**src/hw/eoc_pkg.sv**
```systemverilog
// Package with register map, field layout, mode codes and carrier types of the oscillator control.
package eoc_pkg;

  // Avalon-MM byte address width of the register window.
  localparam int unsigned EOC_AW = 4;

  // Register byte offsets, one aligned 32-bit word each.
  localparam logic [EOC_AW-1:0] EOC_CTRL_OFS = 4'h0;
  localparam logic [EOC_AW-1:0] EOC_CLKSEL_OFS = 4'h4;
  localparam logic [EOC_AW-1:0] EOC_PERSEL_OFS = 4'h8;
  localparam logic [EOC_AW-1:0] EOC_STAT_OFS = 4'hc;

  // Field positions inside the oscillator control register.
  localparam int unsigned EOC_VALID_BIT = 7;
  localparam int unsigned EOC_MODE_LSB = 4;
  localparam int unsigned EOC_RANGE_LSB = 0;

  // Field positions of the clock select and peripheral select registers.
  localparam int unsigned EOC_CLKSEL_EXT_BIT = 0;
  localparam int unsigned EOC_PERSEL_TMR_BIT = 0;
  localparam int unsigned EOC_PERSEL_CA_BIT = 1;

  // Reset values.
  localparam logic [2:0] EOC_MODE_RST = 3'h0;
  localparam logic [2:0] EOC_RANGE_RST = 3'h0;

  // Default division of the external clock fed to the timers and counter array.
  localparam int unsigned EOC_EXT_DIV = 8;

  // Oscillator mode field encodings.
  typedef enum logic [2:0] {
    EOC_MODE_OFF0 = 3'h0,
    EOC_MODE_OFF1 = 3'h1,
    EOC_MODE_CMOS = 3'h2,
    EOC_MODE_CMOS2 = 3'h3,
    EOC_MODE_RC = 3'h4,
    EOC_MODE_CAP = 3'h5,
    EOC_MODE_XTAL = 3'h6,
    EOC_MODE_OSC_OUTPUT_PIN = 3'h7
  } eoc_mode_t;

  // Settings handed to the analog drive circuit.
  typedef struct packed {
    logic [2:0] mode;
    logic [2:0] range;
  } eoc_ctrl_t;

  // Port pins claimed by the oscillator.
  typedef struct packed {
    logic p02_claim;
    logic p03_claim;
  } eoc_pins_t;

  // System clock source switching states, Gray along INT-WAIT-EXT-BACK.
  typedef enum logic [1:0] {
    EOC_SRC_INT = 2'h0,
    EOC_SRC_WAIT = 2'h1,
    EOC_SRC_EXT = 2'h3,
    EOC_SRC_BACK = 2'h2
  } eoc_src_t;

endpackage

```
**src/hw/eoc_div8.sv**
```systemverilog
// Divider that turns synchronized external clock edges into one-cycle peripheral ticks.
`timescale 1ns/100ps
module eoc_div8
  import eoc_pkg::*;
#(
  parameter int unsigned DIV = EOC_EXT_DIV
) (
  input wire logic clk_i,
  input wire logic arst_n_i,
  input wire logic edge_i,
  input wire logic half_i,
  input wire logic clr_i,
  output logic tick_o
);

  // Room for the doubled count used by the divide-by-two modes.
  localparam int unsigned CW = $clog2(2 * DIV);
  localparam logic [CW-1:0] LAST_FULL = CW'(DIV - 1);
  localparam logic [CW-1:0] LAST_HALF = CW'(2 * DIV - 1);

  // The counter logic assumes a power of two of at least two.
  if (DIV < 2 || (DIV & (DIV - 1)) != 0) begin : g_bad_div
    $error("eoc_div8: DIV must be a power of two, at least 2");
  end

  logic [CW-1:0] cnt_q; // Counts external edges.
  logic tick_q; // Registered tick.
  wire logic [CW-1:0] last_w = half_i ? LAST_HALF : LAST_FULL;
  wire logic wrap_w = edge_i && (cnt_q >= last_w);

  // Count one step per external edge; a tick leaves on the wrapping edge.
  always_ff @(posedge clk_i or negedge arst_n_i) begin
    if (!arst_n_i) begin
      cnt_q <= '0;
      tick_q <= 1'b0;
    end else if (clr_i) begin
      cnt_q <= '0;
      tick_q <= 1'b0;
    end else begin
      tick_q <= wrap_w;
      if (wrap_w) begin
        cnt_q <= '0;
      end else if (edge_i) begin
        cnt_q <= cnt_q + CW'(1);
      end
    end
  end

  assign tick_o = tick_q;

endmodule

```
**src/hw/eoc_top.sv**
```systemverilog
// Top of the external oscillator control: registers, mode decode, pin claims, clock switch.
`timescale 1ns/100ps
// How it works
// - External clock divided by eight, or sixteen in modes 3 and 7, feeds timers.
// - Divided clock synchronized, jitter one system clock cycle.
// - Crystal mode claims both oscillator pins.
// - Other running modes claim only output pin.
// - Higher range in RC trades current.
// - Decode three-bit oscillator mode field.
module eoc_top
  import eoc_pkg::*;
#(
  parameter int unsigned EXT_DIV = EOC_EXT_DIV
) (
  input wire logic clk_i,
  input wire logic arst_n_i,
  input wire logic [EOC_AW-1:0] avs_address_i,
  input wire logic avs_read_i,
  input wire logic avs_write_i,
  input wire logic [31:0] avs_writedata_i,
  input wire logic [3:0] avs_byteenable_i,
  output logic [31:0] avs_readdata_o,
  output logic avs_waitrequest_o,
  input wire logic ext_osc_clk_i,
  input wire logic osc_amp_ok_i,
  output logic osc_enable_o,
  output eoc_ctrl_t osc_ctrl_o,
  output eoc_pins_t pins_o,
  output logic system_clock_out_ext_sel_o,
  output logic timer_ext_tick_o,
  output logic ca_ext_tick_o
);

  // Register state.
  eoc_ctrl_t ctrl_q; // Mode and frequency range fields.
  logic clk_req_q; // Software request to run the system clock from outside.
  logic [1:0] persel_q; // Peripheral clock select, timers and counter array.
  logic wait_q; // Waitrequest, high while no answer is ready.
  logic [31:0] rdata_q; // Read data, valid with waitrequest low.

  // Synchronisers for the asynchronous pins.
  logic ext_m_q; // First stage of the external clock, read only by ext_s_q.
  logic ext_s_q; // Second stage of the external clock.
  logic ext_d_q; // Delayed copy for edge detection.
  logic amp_m_q; // First stage of the amplitude detector.
  logic amp_s_q; // Second stage of the amplitude detector.

  // Output and switching state.
  eoc_src_t src_q;
  eoc_src_t src_d;
  logic sel_q; // System clock source, one means external.
  eoc_ctrl_t ctrl_out_q; // Registered copy for the analog circuit.
  eoc_pins_t pins_q; // Registered pin claims.
  logic en_q; // Registered drive enable.
  logic timer_tick_q;
  logic ca_tick_q;

  // Bus decode.
  wire logic req_w = avs_read_i || avs_write_i;
  wire logic done_w = req_w && !wait_q;
  wire logic wr_w = avs_write_i && !wait_q && avs_byteenable_i[0];
  wire logic hit_ctrl_w = (avs_address_i == EOC_CTRL_OFS);
  wire logic hit_clksel_w = (avs_address_i == EOC_CLKSEL_OFS);
  wire logic hit_persel_w = (avs_address_i == EOC_PERSEL_OFS);
  wire logic hit_stat_w = (avs_address_i == EOC_STAT_OFS);

  // Mode decode: 00x is off, 01x CMOS, 100 RC, 101 capacitor, 11x crystal.
  wire eoc_mode_t mode_w = eoc_mode_t'(ctrl_q.mode);
  wire logic mode_on_w = (mode_w != EOC_MODE_OFF0) && (mode_w != EOC_MODE_OFF1);
  wire logic mode_xtal_w = (mode_w == EOC_MODE_XTAL) || (mode_w == EOC_MODE_OSC_OUTPUT_PIN);
  wire logic mode_half_w = (mode_w == EOC_MODE_CMOS2) || (mode_w == EOC_MODE_OSC_OUTPUT_PIN);

  // The valid flag means something only while a crystal is being driven.
  wire logic valid_w = mode_xtal_w && amp_s_q;

  // The external source is usable once running, and for a crystal once stable.
  wire logic ext_ready_w = mode_on_w && (!mode_xtal_w || valid_w);
  wire logic ext_rise_w = ext_s_q && !ext_d_q;

  // Read data mux; unmapped addresses read as zero.
  wire logic [7:0] ctrl_rd_w = {valid_w, ctrl_q.mode, 1'b0, ctrl_q.range};
  wire logic [31:0] rd_mux_w =
    hit_ctrl_w ? {24'h000000, ctrl_rd_w} :
    hit_clksel_w ? {31'h0, clk_req_q} :
    hit_persel_w ? {30'h0, persel_q} :
    hit_stat_w ? {28'h0000000, pins_q.p02_claim, pins_q.p03_claim, ext_ready_w, sel_q} :
    32'h00000000;

  // Each request gets one wait cycle, then completes at the next edge.
  always_ff @(posedge clk_i or negedge arst_n_i) begin
    if (!arst_n_i) begin
      wait_q <= 1'b1;
      rdata_q <= 32'h00000000;
    end else begin
      wait_q <= !(req_w && wait_q);
      rdata_q <= rd_mux_w;
    end
  end

  // Register writes take effect at the edge that completes the request.
  always_ff @(posedge clk_i or negedge arst_n_i) begin
    if (!arst_n_i) begin
      ctrl_q <= '{mode: EOC_MODE_RST, range: EOC_RANGE_RST};
      clk_req_q <= 1'b0;
      persel_q <= 2'h0;
    end else if (wr_w && done_w) begin
      if (hit_ctrl_w) begin
        ctrl_q.mode <= avs_writedata_i[EOC_MODE_LSB +: 3];
        ctrl_q.range <= avs_writedata_i[EOC_RANGE_LSB +: 3];
      end
      if (hit_clksel_w) begin
        clk_req_q <= avs_writedata_i[EOC_CLKSEL_EXT_BIT];
      end
      if (hit_persel_w) begin
        persel_q <= {avs_writedata_i[EOC_PERSEL_CA_BIT], avs_writedata_i[EOC_PERSEL_TMR_BIT]};
      end
    end
  end

  // Two flip-flops on each pin before any logic looks at it.
  always_ff @(posedge clk_i or negedge arst_n_i) begin
    if (!arst_n_i) begin
      ext_m_q <= 1'b0;
      ext_s_q <= 1'b0;
      ext_d_q <= 1'b0;
      amp_m_q <= 1'b0;
      amp_s_q <= 1'b0;
    end else begin
      ext_m_q <= ext_osc_clk_i;
      ext_s_q <= ext_m_q;
      ext_d_q <= ext_s_q;
      amp_m_q <= osc_amp_ok_i;
      amp_s_q <= amp_m_q;
    end
  end

  // Source switch: apart from a loss of readiness in BACK, the select moves only while the synced
  // external clock is low, so a running source is not cut in the middle of a high phase.
  always_comb begin
    src_d = src_q;
    case (src_q)
      EOC_SRC_INT: begin
        if (clk_req_q && ext_ready_w) begin
          src_d = EOC_SRC_WAIT;
        end
      end
      EOC_SRC_WAIT: begin
        if (!clk_req_q || !ext_ready_w) begin
          src_d = EOC_SRC_INT;
        end else if (!ext_s_q) begin
          src_d = EOC_SRC_EXT;
        end
      end
      EOC_SRC_EXT: begin
        if (!clk_req_q || !ext_ready_w) begin
          src_d = EOC_SRC_BACK;
        end
      end
      EOC_SRC_BACK: begin
        // A dead source may sit high forever, so loss of readiness also ends the wait.
        if (!ext_s_q || !ext_ready_w) begin
          src_d = EOC_SRC_INT;
        end
      end
      default: begin
        src_d = EOC_SRC_INT;
      end
    endcase
  end

  // State register and the select derived from the next state.
  always_ff @(posedge clk_i or negedge arst_n_i) begin
    if (!arst_n_i) begin
      src_q <= EOC_SRC_INT;
      sel_q <= 1'b0;
    end else begin
      src_q <= src_d;
      sel_q <= (src_d == EOC_SRC_EXT) || (src_d == EOC_SRC_BACK);
    end
  end

  // Analog settings and pin claims; the range goes straight to the drive bias.
  always_ff @(posedge clk_i or negedge arst_n_i) begin
    if (!arst_n_i) begin
      en_q <= 1'b0;
      ctrl_out_q <= '{mode: EOC_MODE_RST, range: EOC_RANGE_RST};
      pins_q <= '{p02_claim: 1'b0, p03_claim: 1'b0};
    end else begin
      en_q <= mode_on_w;
      ctrl_out_q <= ctrl_q;
      pins_q.p02_claim <= mode_xtal_w;
      pins_q.p03_claim <= mode_on_w;
    end
  end

  // Dividers for the two peripheral consumers; cleared while not selected or off.
  logic tmr_div_tick_w;
  logic ca_div_tick_w;

  eoc_div8 #(
    .DIV(EXT_DIV)
  ) u_div_tmr (
    .clk_i(clk_i),
    .arst_n_i(arst_n_i),
    .edge_i(ext_rise_w),
    .half_i(mode_half_w),
    .clr_i(!(mode_on_w && persel_q[EOC_PERSEL_TMR_BIT])),
    .tick_o(tmr_div_tick_w)
  );

  eoc_div8 #(
    .DIV(EXT_DIV)
  ) u_div_ca (
    .clk_i(clk_i),
    .arst_n_i(arst_n_i),
    .edge_i(ext_rise_w),
    .half_i(mode_half_w),
    .clr_i(!(mode_on_w && persel_q[EOC_PERSEL_CA_BIT])),
    .tick_o(ca_div_tick_w)
  );

  // Ticks are re-registered so every output leaves a flip-flop of this module.
  always_ff @(posedge clk_i or negedge arst_n_i) begin
    if (!arst_n_i) begin
      timer_tick_q <= 1'b0;
      ca_tick_q <= 1'b0;
    end else begin
      timer_tick_q <= tmr_div_tick_w;
      ca_tick_q <= ca_div_tick_w;
    end
  end

  assign avs_readdata_o = rdata_q;
  assign avs_waitrequest_o = wait_q;
  assign osc_enable_o = en_q;
  assign osc_ctrl_o = ctrl_out_q;
  assign pins_o = pins_q;
  assign system_clock_out_ext_sel_o = sel_q;
  assign timer_ext_tick_o = timer_tick_q;
  assign ca_ext_tick_o = ca_tick_q;

endmodule

```
**config.mk**
```make
export PLATFORM = sky130hd
export DESIGN_NAME = eoc_top
export DESIGN_NICKNAME = d
export VERILOG_FILES = /design/src/hw/eoc_pkg.sv /design/src/hw/eoc_div8.sv /design/src/hw/eoc_top.sv
export SDC_FILE = /design/constraint.sdc
export NUM_CORES = 1
export LEC_CHECK = 0
export BUFFER_PORTS_ARGS = -buffer_cell sky130_fd_sc_hd__buf_2
export CELL_PAD_IN_SITES_DETAIL_PLACEMENT = 0
export CELL_PAD_IN_SITES_GLOBAL_PLACEMENT = 1
export CORE_MARGIN = 2
export CORE_UTILIZATION = 35
export DETAILED_ROUTE_END_ITERATION = 10
export GPL_ROUTABILITY_DRIVEN = 0
export PLACE_DENSITY = 0.79
export SLEW_MARGIN = 20
export SYNTH_ARGS = -nofsm -noshare
export SYNTH_HDL_FRONTEND = slang
export SYNTH_SLANG_ARGS = --single-unit
```
**constraint.sdc**
```tcl
create_clock -name clk_i -period 2.4 [get_ports clk_i]
set_clock_uncertainty 0.1 [all_clocks]
set_input_delay 0.12 -clock clk_i [delete_from_list [all_inputs] [get_ports clk_i]]
set_output_delay 0.12 -clock clk_i [all_outputs]
set_load 0.02 [all_outputs]
```
==> results.md, run 1 <==
* Max Fclk at 527 MHz
* Max Transition Viols Final at 0
* Most used DFF post-synth: dfrtp_1
* Final core utilization at 42.9%
* Endpoint class of the critical path: flop
* Number of antenna violations at the first check in global routing at 0
* DR vias at 1286
* Congestion Overflow GR at 0
* Complex-gate fraction of the synthesized area at about 7.1%
* Final setup violation count at 0
* Final Hold Vio Count at 0
* Max VDD drop at approximately 280 µV
* Hold path depth at 2
* Hold Buf Count CTS at 13
* Sequential element share of the synthesized area at 56.5%
* Io pins at roughly 90
* YS warnings at 0
* CP max FO at 6
* Final wirelength at ~3100 µm
* Antenna viol nets, final at 0
* First-pass GRT wire length at 5200 µm
* Slew margin rel. at 63.8%
* Share of cells above drive strength 1 at 28.5%
* Post-synth ARST share at 100%
* Vias in the first global route at approximately 1100
* Crit path required time at 2480 ps
* Total GRT Usage at between 10% and 20%
* Cells after Synth at 164
* Worst Hold Class: in2reg
* # DRC at 0
* Post-CTS Setup Bufs at 0
* Post-synthesis xor/xnor area fraction at 0%
* IO buf count at 37
* Clk sinks at 45
* Setup TNS at 0 ps
* Worst slew pin tran at 543 ps
* Vias per inst at 4.50
* Largest net degree at the start of global routing at 46
* Worst Hold Launch: avs_address_i[3]
* WHS Endpoint: avs_readdata_o[1]$_DFF_PN0_
* Diodes inserted at 0
* Status: complete, no violations
* Syn Area/Cell at 12.2 µm²
* H-tree Lvls at 2
* Pre-antenna DRT Iters at 4
* Adder-cell share of the synthesized area at 2.51%
* Post-layout net count at approximately 260
* Die width at just under 80 µm
* Post-Synth Simple-Gate Area at 14.8%
* Clk slew on worst S/H paths at 70 ps
* WL/cell at around 11 µm
* 1st-iter DRT viols at 106
* Area Overhead vs Synth at 18.3%
* CTS tree: yes
* Post-CTS resize count at 0
* Yosys reg bits at 45
* Post-synth top area cell: dfrtp_1
* DP HPWL at ~2200 µm
* Reg2reg path depth at 5
* Initial Util at approximately 36%
* DIE AREA at 6320 µm²
* CTS buffer count at 5
* Crit path time final at 1900 ps
* Reg-to-reg setup timing slack at approximately 550 ps
* Leakage power at 1.15 nW
* Post-synthesis mux area share at under 10%
* Crit start category: primary input
* Skew-Pair Late Insertion Delay at 290 ps
* Crit path kind: in2reg
* Clock Tree Root: clkbuf_8
* CP arrival at 1970 ps
* Row count at 27
* Final worst-path cycle share at between 70% and 80%
* Clk buf depth at 2
* Die span in y at 79.5 µm
* Distinct cells, synth at 41
* Yosys top cell area share at 55.2%
* Synth Cell Area at 2000 µm²
* Max Cap Viol at 0
* PD cells at approximately 650 nW/µm²
* RSZ-0062 raised after global routing: false
* Worst r2r src: mode_w[1]$_DFFE_PN0P_
* Post-synth EDFFs at 0
* Critical R2R Capture: u_div_tmr.cnt_q[3]$_DFFE_PN0P_
* Top cells by area, synth: dfrtp_1 55%, buf_4 9.8%, mux2_4 4.5%
* Largest family of logic cells by synthesized area: simple AND/OR/NAND/NOR gates
* Core area at 5510 µm²
[kinds of logic (layout without fill, tap and decap cells)]
family	after synthesis	after routing
and+or+nand+nor	49	49
buffers and inverters	32	59
adders and majority gates	4	4
DFF	45	45
AOI/OAI and AO/OA	23	23
other	1	24
muxes	10	10
[worst max path at each step]
stage                                     start                             end  slack (ps)  cells past startpoint
after floorplan           mode_w[1]$_DFFE_PN0P_  u_div_tmr.cnt_q[3]$_DFFE_PN0P_         700                      5
after global placement    mode_w[1]$_DFFE_PN0P_  u_div_tmr.cnt_q[3]$_DFFE_PN0P_         580                      5
after detailed placement  mode_w[1]$_DFFE_PN0P_  u_div_tmr.cnt_q[3]$_DFFE_PN0P_         540                      5
after CTS                      avs_address_i[0]           ctrl_q[0]$_DFFE_PN0P_         500                      5
after global routing           avs_address_i[0]           ctrl_q[0]$_DFFE_PN0P_         360                      5
final                          avs_address_i[0]           ctrl_q[0]$_DFFE_PN0P_         500                      5
[registers in the layout, indices dropped and copies added, names as in the netlist, 2 cells and up]
name / flops
osc_ctrl_o: 6
avs_readdata_o: 8
u_div_tmr.cnt_q: 4
persel_q: 2
u_div_ca.cnt_q: 4
mode_w: 3
ctrl_q: 3
[report_power, final]
group,internal (W),leakage [nW],switching (W)
sequential,0.000809,0.603,0.0000299
clock,0.000227,0.0433,0.000236
combinational,0.0000865,0.502,0.000136
[cell usage in the layout (no fill, tap or decap), drive strengths merged, types with 2 or more instances in the layout]
master | netlist | routed
nand2b | 2 | 2
clkbuf | 2 | 6
dlygate4sd3 | 0 | 13
nor2 | 5 | 5
ha | 4 | 4
nor3 | 4 | 4
a21oi | 8 | 8
inv | 2 | 2
o21ai | 4 | 4
nand3 | 8 | 8
mux2 | 9 | 9
and3 | 2 | 2
buf | 28 | 37
dfrtp | 44 | 44
a31oi | 6 | 6
and2 | 5 | 5
conb | 1 | 24
nand3b | 2 | 2
nand2 | 8 | 8
nor2b | 3 | 3
[cell type report]
cell class / count / area (µm²)
fillers: 514 / 3150
flip-flops and latches: 45 / 1130
multi-input cells: 110 / 728
repair buffers: 50 / 318
well taps: 72 / 90.1
clock buffers: 6 / 82.6
clock inverters: 1 / 7.51
inverters: 2 / 7.51
[cell usage after synthesis (4+ instances only)]
cell / instances
buf_4: 26
dfrtp_1: 44
mux2_4: 6
nand2_1: 8
ha_1: 4
a31oi_1: 6
o21ai_0: 4
nand3_1: 8
a21oi_1: 8
nor3_1: 4
nor2_1: 5
[layer usage]
metal	vias up	global-route usage [%]	wire, µm
li1	627	-	-
met1	609	15.6	1520
met2	45	14.2	1360
met3	5	3.05	204
met4	0	6.21	65
met5	-	0	0
[per-stage QoR]
step                      power (W)  hold WS [ps]  setup WS, ps  instances  instance area (µm²)
after floorplan             0.00103          -276           702        187                 2080
after global placement      0.00106           132           584        266                 2140
after detailed placement    0.00106           129           541        266                 2140
after CTS                   0.00155          50.7           497        286                 2360
after global routing        0.00162          69.4           365        286                 2360
final                       0.00152          67.6           501        286                 2360
[worst max-delay path: stages]
cell and delay, ps:
dlygate4sd3_1 530, buf_2 160, nor4_4 350, and3_1 480, mux2_4 340
Note: power is estimated with default switching activity, not from simulation.
==> run 2: changes to the inputs <==
==> constraint.sdc (replaced) <==
create_clock -name clk_i -period 1.8 [get_ports clk_i]
set_clock_uncertainty 0.1 [all_clocks]
set_input_delay 0.09 -clock clk_i [delete_from_list [all_inputs] [get_ports clk_i]]
set_output_delay 0.09 -clock clk_i [all_outputs]
set_load 0.02 [all_outputs]
==> run 2 against run 1 <==
  * Non-clock buffer count increased by 6
  * Design area rose by 2.8%
  * Die area unchanged
  * Critical path depth rose by 1
  * First-iteration DRC count fell by 66%
  * Global-route usage grew 0.35 points
  * Combinational power rose by 44%
  * Flip-flop and latch count did not move
  * Sequential share of layout area fell by 1.3 points
  * Largest power group unchanged
==> results.md, run 2 (synthesized netlist as in run 1, its figures left out) <==
* Fill cell count at 512
* Reg-to-reg setup timing slack at 90 ps
* Status: complete, no violations
* Final setup violation count at 0
* IO buf count at 37
* CTS buffer count at 5
* 1st-iter DRT viols at 36
* PD cells at 820 nW/µm²
* DP HPWL at around 2300 µm
* DIE AREA at 6320 µm²
* Commonest non-fill, non-tap cell in the layout: dfrtp_1
* Area Overhead vs Synth at 21.6%
* H-tree Lvls at 2
* Pre-antenna DRT Iters at 4
* Most frequent cells in the layout: 44 x dfrtp_1, 37 x buf_2, 24 x conb_1, 13 x dlygate4sd3_1
* Max Transition Viols Final at 0
* Number of antenna violations at the first check in global routing at 0
* Setup TNS at 0 ps
* Final Hold Vio Count at 0
* Die width at 79.5 µm
* Post-layout net count at 270
* Clk buf depth at 2
* Congestion Overflow GR at 0
* Clk slew on worst S/H paths at 70 ps
* Post-route insts no fill at ~290
* Diodes inserted at 0
* Max Cap Viol at 0
* Max VDD drop at 307 µV
* Initial Util at 36.2%
* Placed insts at between 200 and 300
* RSZ-0062 raised after global routing: false
* Reg2reg path depth at 4
* Row count at 27
* Endpoint class of the critical path: flop
* DR vias at 1311
* Worst setup path startpoint: avs_address_i[0]
* CP arrival at about 1800 ps
* Final core utilization at 44.1%
* Largest net degree at the start of global routing at 25
* Share of cells above drive strength 1 at slightly above 30%
* Crit start category: primary input
* Crit path time final at 1750 ps
* Io pins at 91
* Die span in y at just under 80 µm
* Skew-Pair Late Insertion Delay at 290 ps
* Antenna viol nets, final at 0
* Critical R2R Capture: u_div_tmr.cnt_q[3]$_DFFE_PN0P_
* Leakage power at 1.18 nW
* Final wirelength at 3320 µm
* Max Fclk at 571 MHz
* Total GRT Usage at 11.1%
* Final worst-path cycle share at 97.2%
* WL/cell at 11.4 µm
* Power Total at ~0.0020 W
* First-pass GRT wire length at 5400 µm
* Clock Tree Root: clkbuf_8
* Clk sinks at 45
* Vias per inst at roughly 4.5
* Crit path required time at about 1900 ps
* Design Area, Final at 2430 µm²
* # DRC at 0
* Vias in the first global route at about 1200
* Worst Hold Class: in2reg
* Max reg flops at 8
* DP Area at 2200 µm²
* CTS tree: yes
* Register area at ~1100 µm²
* Core area at 5510 µm²
* Worst r2r src: u_div_tmr.cnt_q[0]$_DFFE_PN0P_
* Multi-input gate area at 743 µm²
* Setup crit end: mode_w[0]$_DFFE_PN0P_
* CP max FO at 5
* Crit path kind: in2reg
run 2: cell count changes in the layout (fill, tap and decap cells not counted):
cell	delta
buf_4	+3
nand2_1	-1
clkinvlp_4	-1
clkinv_2	+1
ha_1	-1
buf_12	+2
ha_4	+1
nand2_2	+1
clkbuf_8	-1
buf_2	+1
run 2: worst max-delay path, cell delays in order:
cell	delay [ps]
dlygate4sd3_1	530
buf_2	160
nor4_4	290
and3_1	310
buf_12	150
mux2_4	290
run 2: cell type report:
type                            instances  area share (%)
Tap cell                               72            3.71
Clock buffer                            5            2.84
Timing Repair Buffer                   56            15.9
Sequential cell                        45            46.4
Inverter                                2           0.309
Clock inverter                          1           0.206
Multi-Input combinational cell        110            30.6
run 2: report_power, final:
| part | internal [W] | leakage (nW) | switching, W |
|---|---|---|---|
| Clock | 0.000255 | 0.0399 | 0.000299 |
| Combinational | 0.000129 | 0.542 | 0.000190 |
| Sequential | 0.00108 | 0.603 | 0.0000374 |
| Total | 0.00146 | 1.18 | 0.000526 |
run 2: metal layers:
layer	share of wire, %	track usage, %	vias up
li1	-	-	639
met1	47	14.5	625
met2	45	17.3	40
met3	5.2	2.49	7
met4	2.3	5.69	0
met5	0	0	-
run 2: timing repair:
action | in CTS | in global routing
endpoints found under the hold margin | 33 | 0
resized for setup | 0 | 2
hold buffers | 13 | 0
setup endpoints to repair | 0 | 1
setup buffers | 0 | 1
run 2: worst min-delay path by stage:
stage	cells after the start	end	slack, ps	start
finish	2	avs_readdata_o[1]$_DFF_PN0_	40	avs_address_i[3]
global route	2	avs_readdata_o[3]$_DFF_PN0_	70	avs_address_i[3]
CTS	2	avs_readdata_o[1]$_DFF_PN0_	20	avs_address_i[3]
detailed placement	1	avs_readdata_o[2]$_DFF_PN0_	-10	arst_n_i
global placement	1	avs_readdata_o[2]$_DFF_PN0_	-10	arst_n_i
floorplan	0	amp_m_q$_DFF_PN0_	-310	arst_n_i
run 2: through the flow:
step | hold slack [ps] | setup WS (ps)
floorplan | -306 | 102
global placement | -11.8 | 99.8
detailed placement | -10.2 | 75.0
CTS | 23.2 | 64.7
global route | 68.8 | 0.906
finish | 38.2 | 49.6
==> run 3: changes to the inputs <==
--- a/config.mk
+++ b/config.mk
@@ -11,7 +11,6 @@
 export CORE_MARGIN = 2
 export CORE_UTILIZATION = 35
 export DETAILED_ROUTE_END_ITERATION = 10
-export GPL_ROUTABILITY_DRIVEN = 0
 export PLACE_DENSITY = 0.79
 export SLEW_MARGIN = 20
 export SYNTH_ARGS = -nofsm -noshare
==> constraint.sdc (replaced) <==
create_clock -name clk_i -period 1.7 [get_ports clk_i]
set_clock_uncertainty 0.1 [all_clocks]
set_input_delay 0.085 -clock clk_i [delete_from_list [all_inputs] [get_ports clk_i]]
set_output_delay 0.085 -clock clk_i [all_outputs]
set_load 0.02 [all_outputs]
==> run 3 against run 2 <==
  * Non-clock buffer count is 6 higher
  * Combinational power is 8.2% higher
  * Clock power is 17% higher
  * Global-route usage is 0.17 points higher
  * Core utilization is 1.0 points higher
  * Flip-flop and latch count stayed put
  * Sequential share of layout area is 1.1 points lower
  * Sequential power is 5% higher
  * Routed wire length is 0.42% lower
  * Design area is 2.4% higher
  * Count of clock-buffer cells in the layout is 1 higher
  * Hold slack worse by 4.2 ps
  * Largest cell class unchanged
==> results.md, run 3 (synthesized netlist as in run 1, its figures left out) <==
* Status: complete, no violations
* Initial Util at a little over a third
* DR vias at approximately 1300
* Crit path required time at 1820 ps
* Io pins at 91
* Reg2reg path depth at 5
* Worst slew pin tran at 541 ps
* CP arrival at roughly 1800 ps
* Area Overhead vs Synth at 24.5%
* Leakage power at 1.21 nW
* Clk buf depth at 2
* Largest net degree at the start of global routing at 46
* Worst Hold Launch: avs_address_i[3]
* Reg-to-reg setup timing slack at 30 ps
* PD cells at between 800 and 900 nW/µm²
* Hold path depth at 2
* Design Area, Final at 2480 µm²
* Worst r2r src: mode_w[0]$_DFFE_PN0P_
* Most frequent cells in the layout: 44 x dfrtp_1, 37 x buf_2, 24 x conb_1, 13 x dlygate4sd3_1, 11 x buf_4
* Congestion Overflow GR at 0
* CTS tree: yes
* Pre-antenna DRT Iters at 4
* # DRC at 0
* Final worst-path cycle share at 97.9%
* DP Area at 2230 µm²
* Power Total at 0.00217 W
* Crit start category: flop
* Number of antenna violations at the first check in global routing at 0
* Endpoint class of the critical path: flop
* Share of cells above drive strength 1 at roughly a third
* Diodes inserted at 0
* Commonest non-fill, non-tap cell in the layout: dfrtp_1
* DP HPWL at 2310 µm
* Crit path time final at 1670 ps
* WL/cell at roughly 11 µm
* Clock Tree Root: clkbuf_8
* DIE AREA at around 6300 µm²
* IO buf count at 37
* Clk slew on worst S/H paths at 80 ps
* Max reg flops at 8
* WHS Endpoint: avs_readdata_o[1]$_DFF_PN0_
* Clk sinks at 45
* Crit path kind: reg2reg
* H-tree Lvls at 2
* Skew-Pair Late Insertion Delay at 290 ps
* Critical R2R Capture: u_div_tmr.cnt_q[3]$_DFFE_PN0P_
* 1st-iter DRT viols at 58
* CP max FO at 2
* Max Fclk at 601 MHz
* Worst Hold Class: in2reg
* CTS buffer count at 5
* Antenna viol nets, final at 0
* RSZ-0062 raised after global routing: true
* Max Cap Viol at 0
* Vias in the first global route at 1153
* Max VDD drop at 377 µV
* Die span in y at slightly below 80 µm
* Row count at 27
* Slew margin rel. at between 60 and 70%
* GPL Wtd Cong at slightly below 0.8
* Post-layout net count at about 280
* Final setup violation count at 0
* Final Hold Vio Count at 0
* Total GRT Usage at 11.3%
* Die width at 79.5 µm
* Max Transition Viols Final at 0
* Vias per inst at 4.43
* Core area at 5510 µm²
* Final wirelength at 3310 µm
* First-pass GRT wire length at 5420 µm
-- run 3: cell count changes in the layout (fill, tap and decap cells not counted), sizes merged --
cell / delta
buf: +6
clkbuf: +1
clkinv: -1
clkinvlp: +1
-- run 3: what timing repair did --
item	CTS	global route
buffers inserted	0	1
hold endpoints to repair	57	0
hold buffers	13	0
pin swaps	2	2
endpoints found under the setup margin	1	4
resized for setup	2	2
gates cloned	0	0
-- run 3: how the worst max path moves through the flow --
stage                           from                             end  slack [ps]  depth (start not counted)
3_3_place_gp   mode_w[0]$_DFFE_PN0P_  u_div_tmr.cnt_q[3]$_DFFE_PN0P_          10                          5
6_report       mode_w[0]$_DFFE_PN0P_  u_div_tmr.cnt_q[3]$_DFFE_PN0P_          30                          5
2_1_floorplan  mode_w[1]$_DFFE_PN0P_  u_div_tmr.cnt_q[3]$_DFFE_PN0P_           2                          5
3_5_place_dp   mode_w[0]$_DFFE_PN0P_  u_div_tmr.cnt_q[3]$_DFFE_PN0P_         -20                          5
5_1_grt        mode_w[0]$_DFFE_PN0P_  u_div_tmr.cnt_q[3]$_DFFE_PN0P_         -70                          5
4_1_cts        mode_w[1]$_DFFE_PN0P_  u_div_tmr.cnt_q[3]$_DFFE_PN0P_          -8                          5
-- run 3: area by class of cell --
cell class | count | area, µm²
fill | 510 | 3020
sequential | 45 | 1130
multi-input combinational | 110 | 752
timing repair buffer | 62 | 418
tap | 72 | 90.1
clock buffer | 6 | 82.6
clock inverter | 1 | 7.51
inverter | 2 | 7.51
-- run 3: power breakdown --
group | internal, W | switching [W]
clock | 0.000321 | 0.000326
sequential | 0.00114 | 0.0000386
combinational | 0.000141 | 0.000204
total | 0.00160 | 0.000569
-- run 3: stage by stage --
step / std cells / worst slack, ps / setup TNS [ps] / utilization, % / hold WS, ps
6_report: 298 / 35.0 / 0 / 45.1 / 33.9
5_1_grt: 298 / -69.6 / -69.6 / 45.1 / 50.3
4_1_cts: 297 / -7.57 / -7.57 / 44.8 / 20.2
3_5_place_dp: 277 / -16.2 / -16.2 / 40.6 / 95.0
3_3_place_gp: 277 / 10.9 / 0 / 40.6 / 90.8
2_1_floorplan: 187 / 2.13 / 0 / - / -311
-- run 3: worst max-delay path, cell delays in order, from the launching register on --
cell and delay, ps:
dfrtp_1 390, nand2_2 110, ha_4 200, a31o_2 200, or4_1 460, a31oi_1 130
-- run 3: per-layer routing --
metal | track usage (%) | up-vias | wire [µm]
met1 | 15.4 | 625 | 1560
met3 | 3.39 | 6 | 203
met4 | 5.69 | 0 | 64
li1 | - | 648 | -
met5 | 0 | - | 0
met2 | 16.2 | 41 | 1480
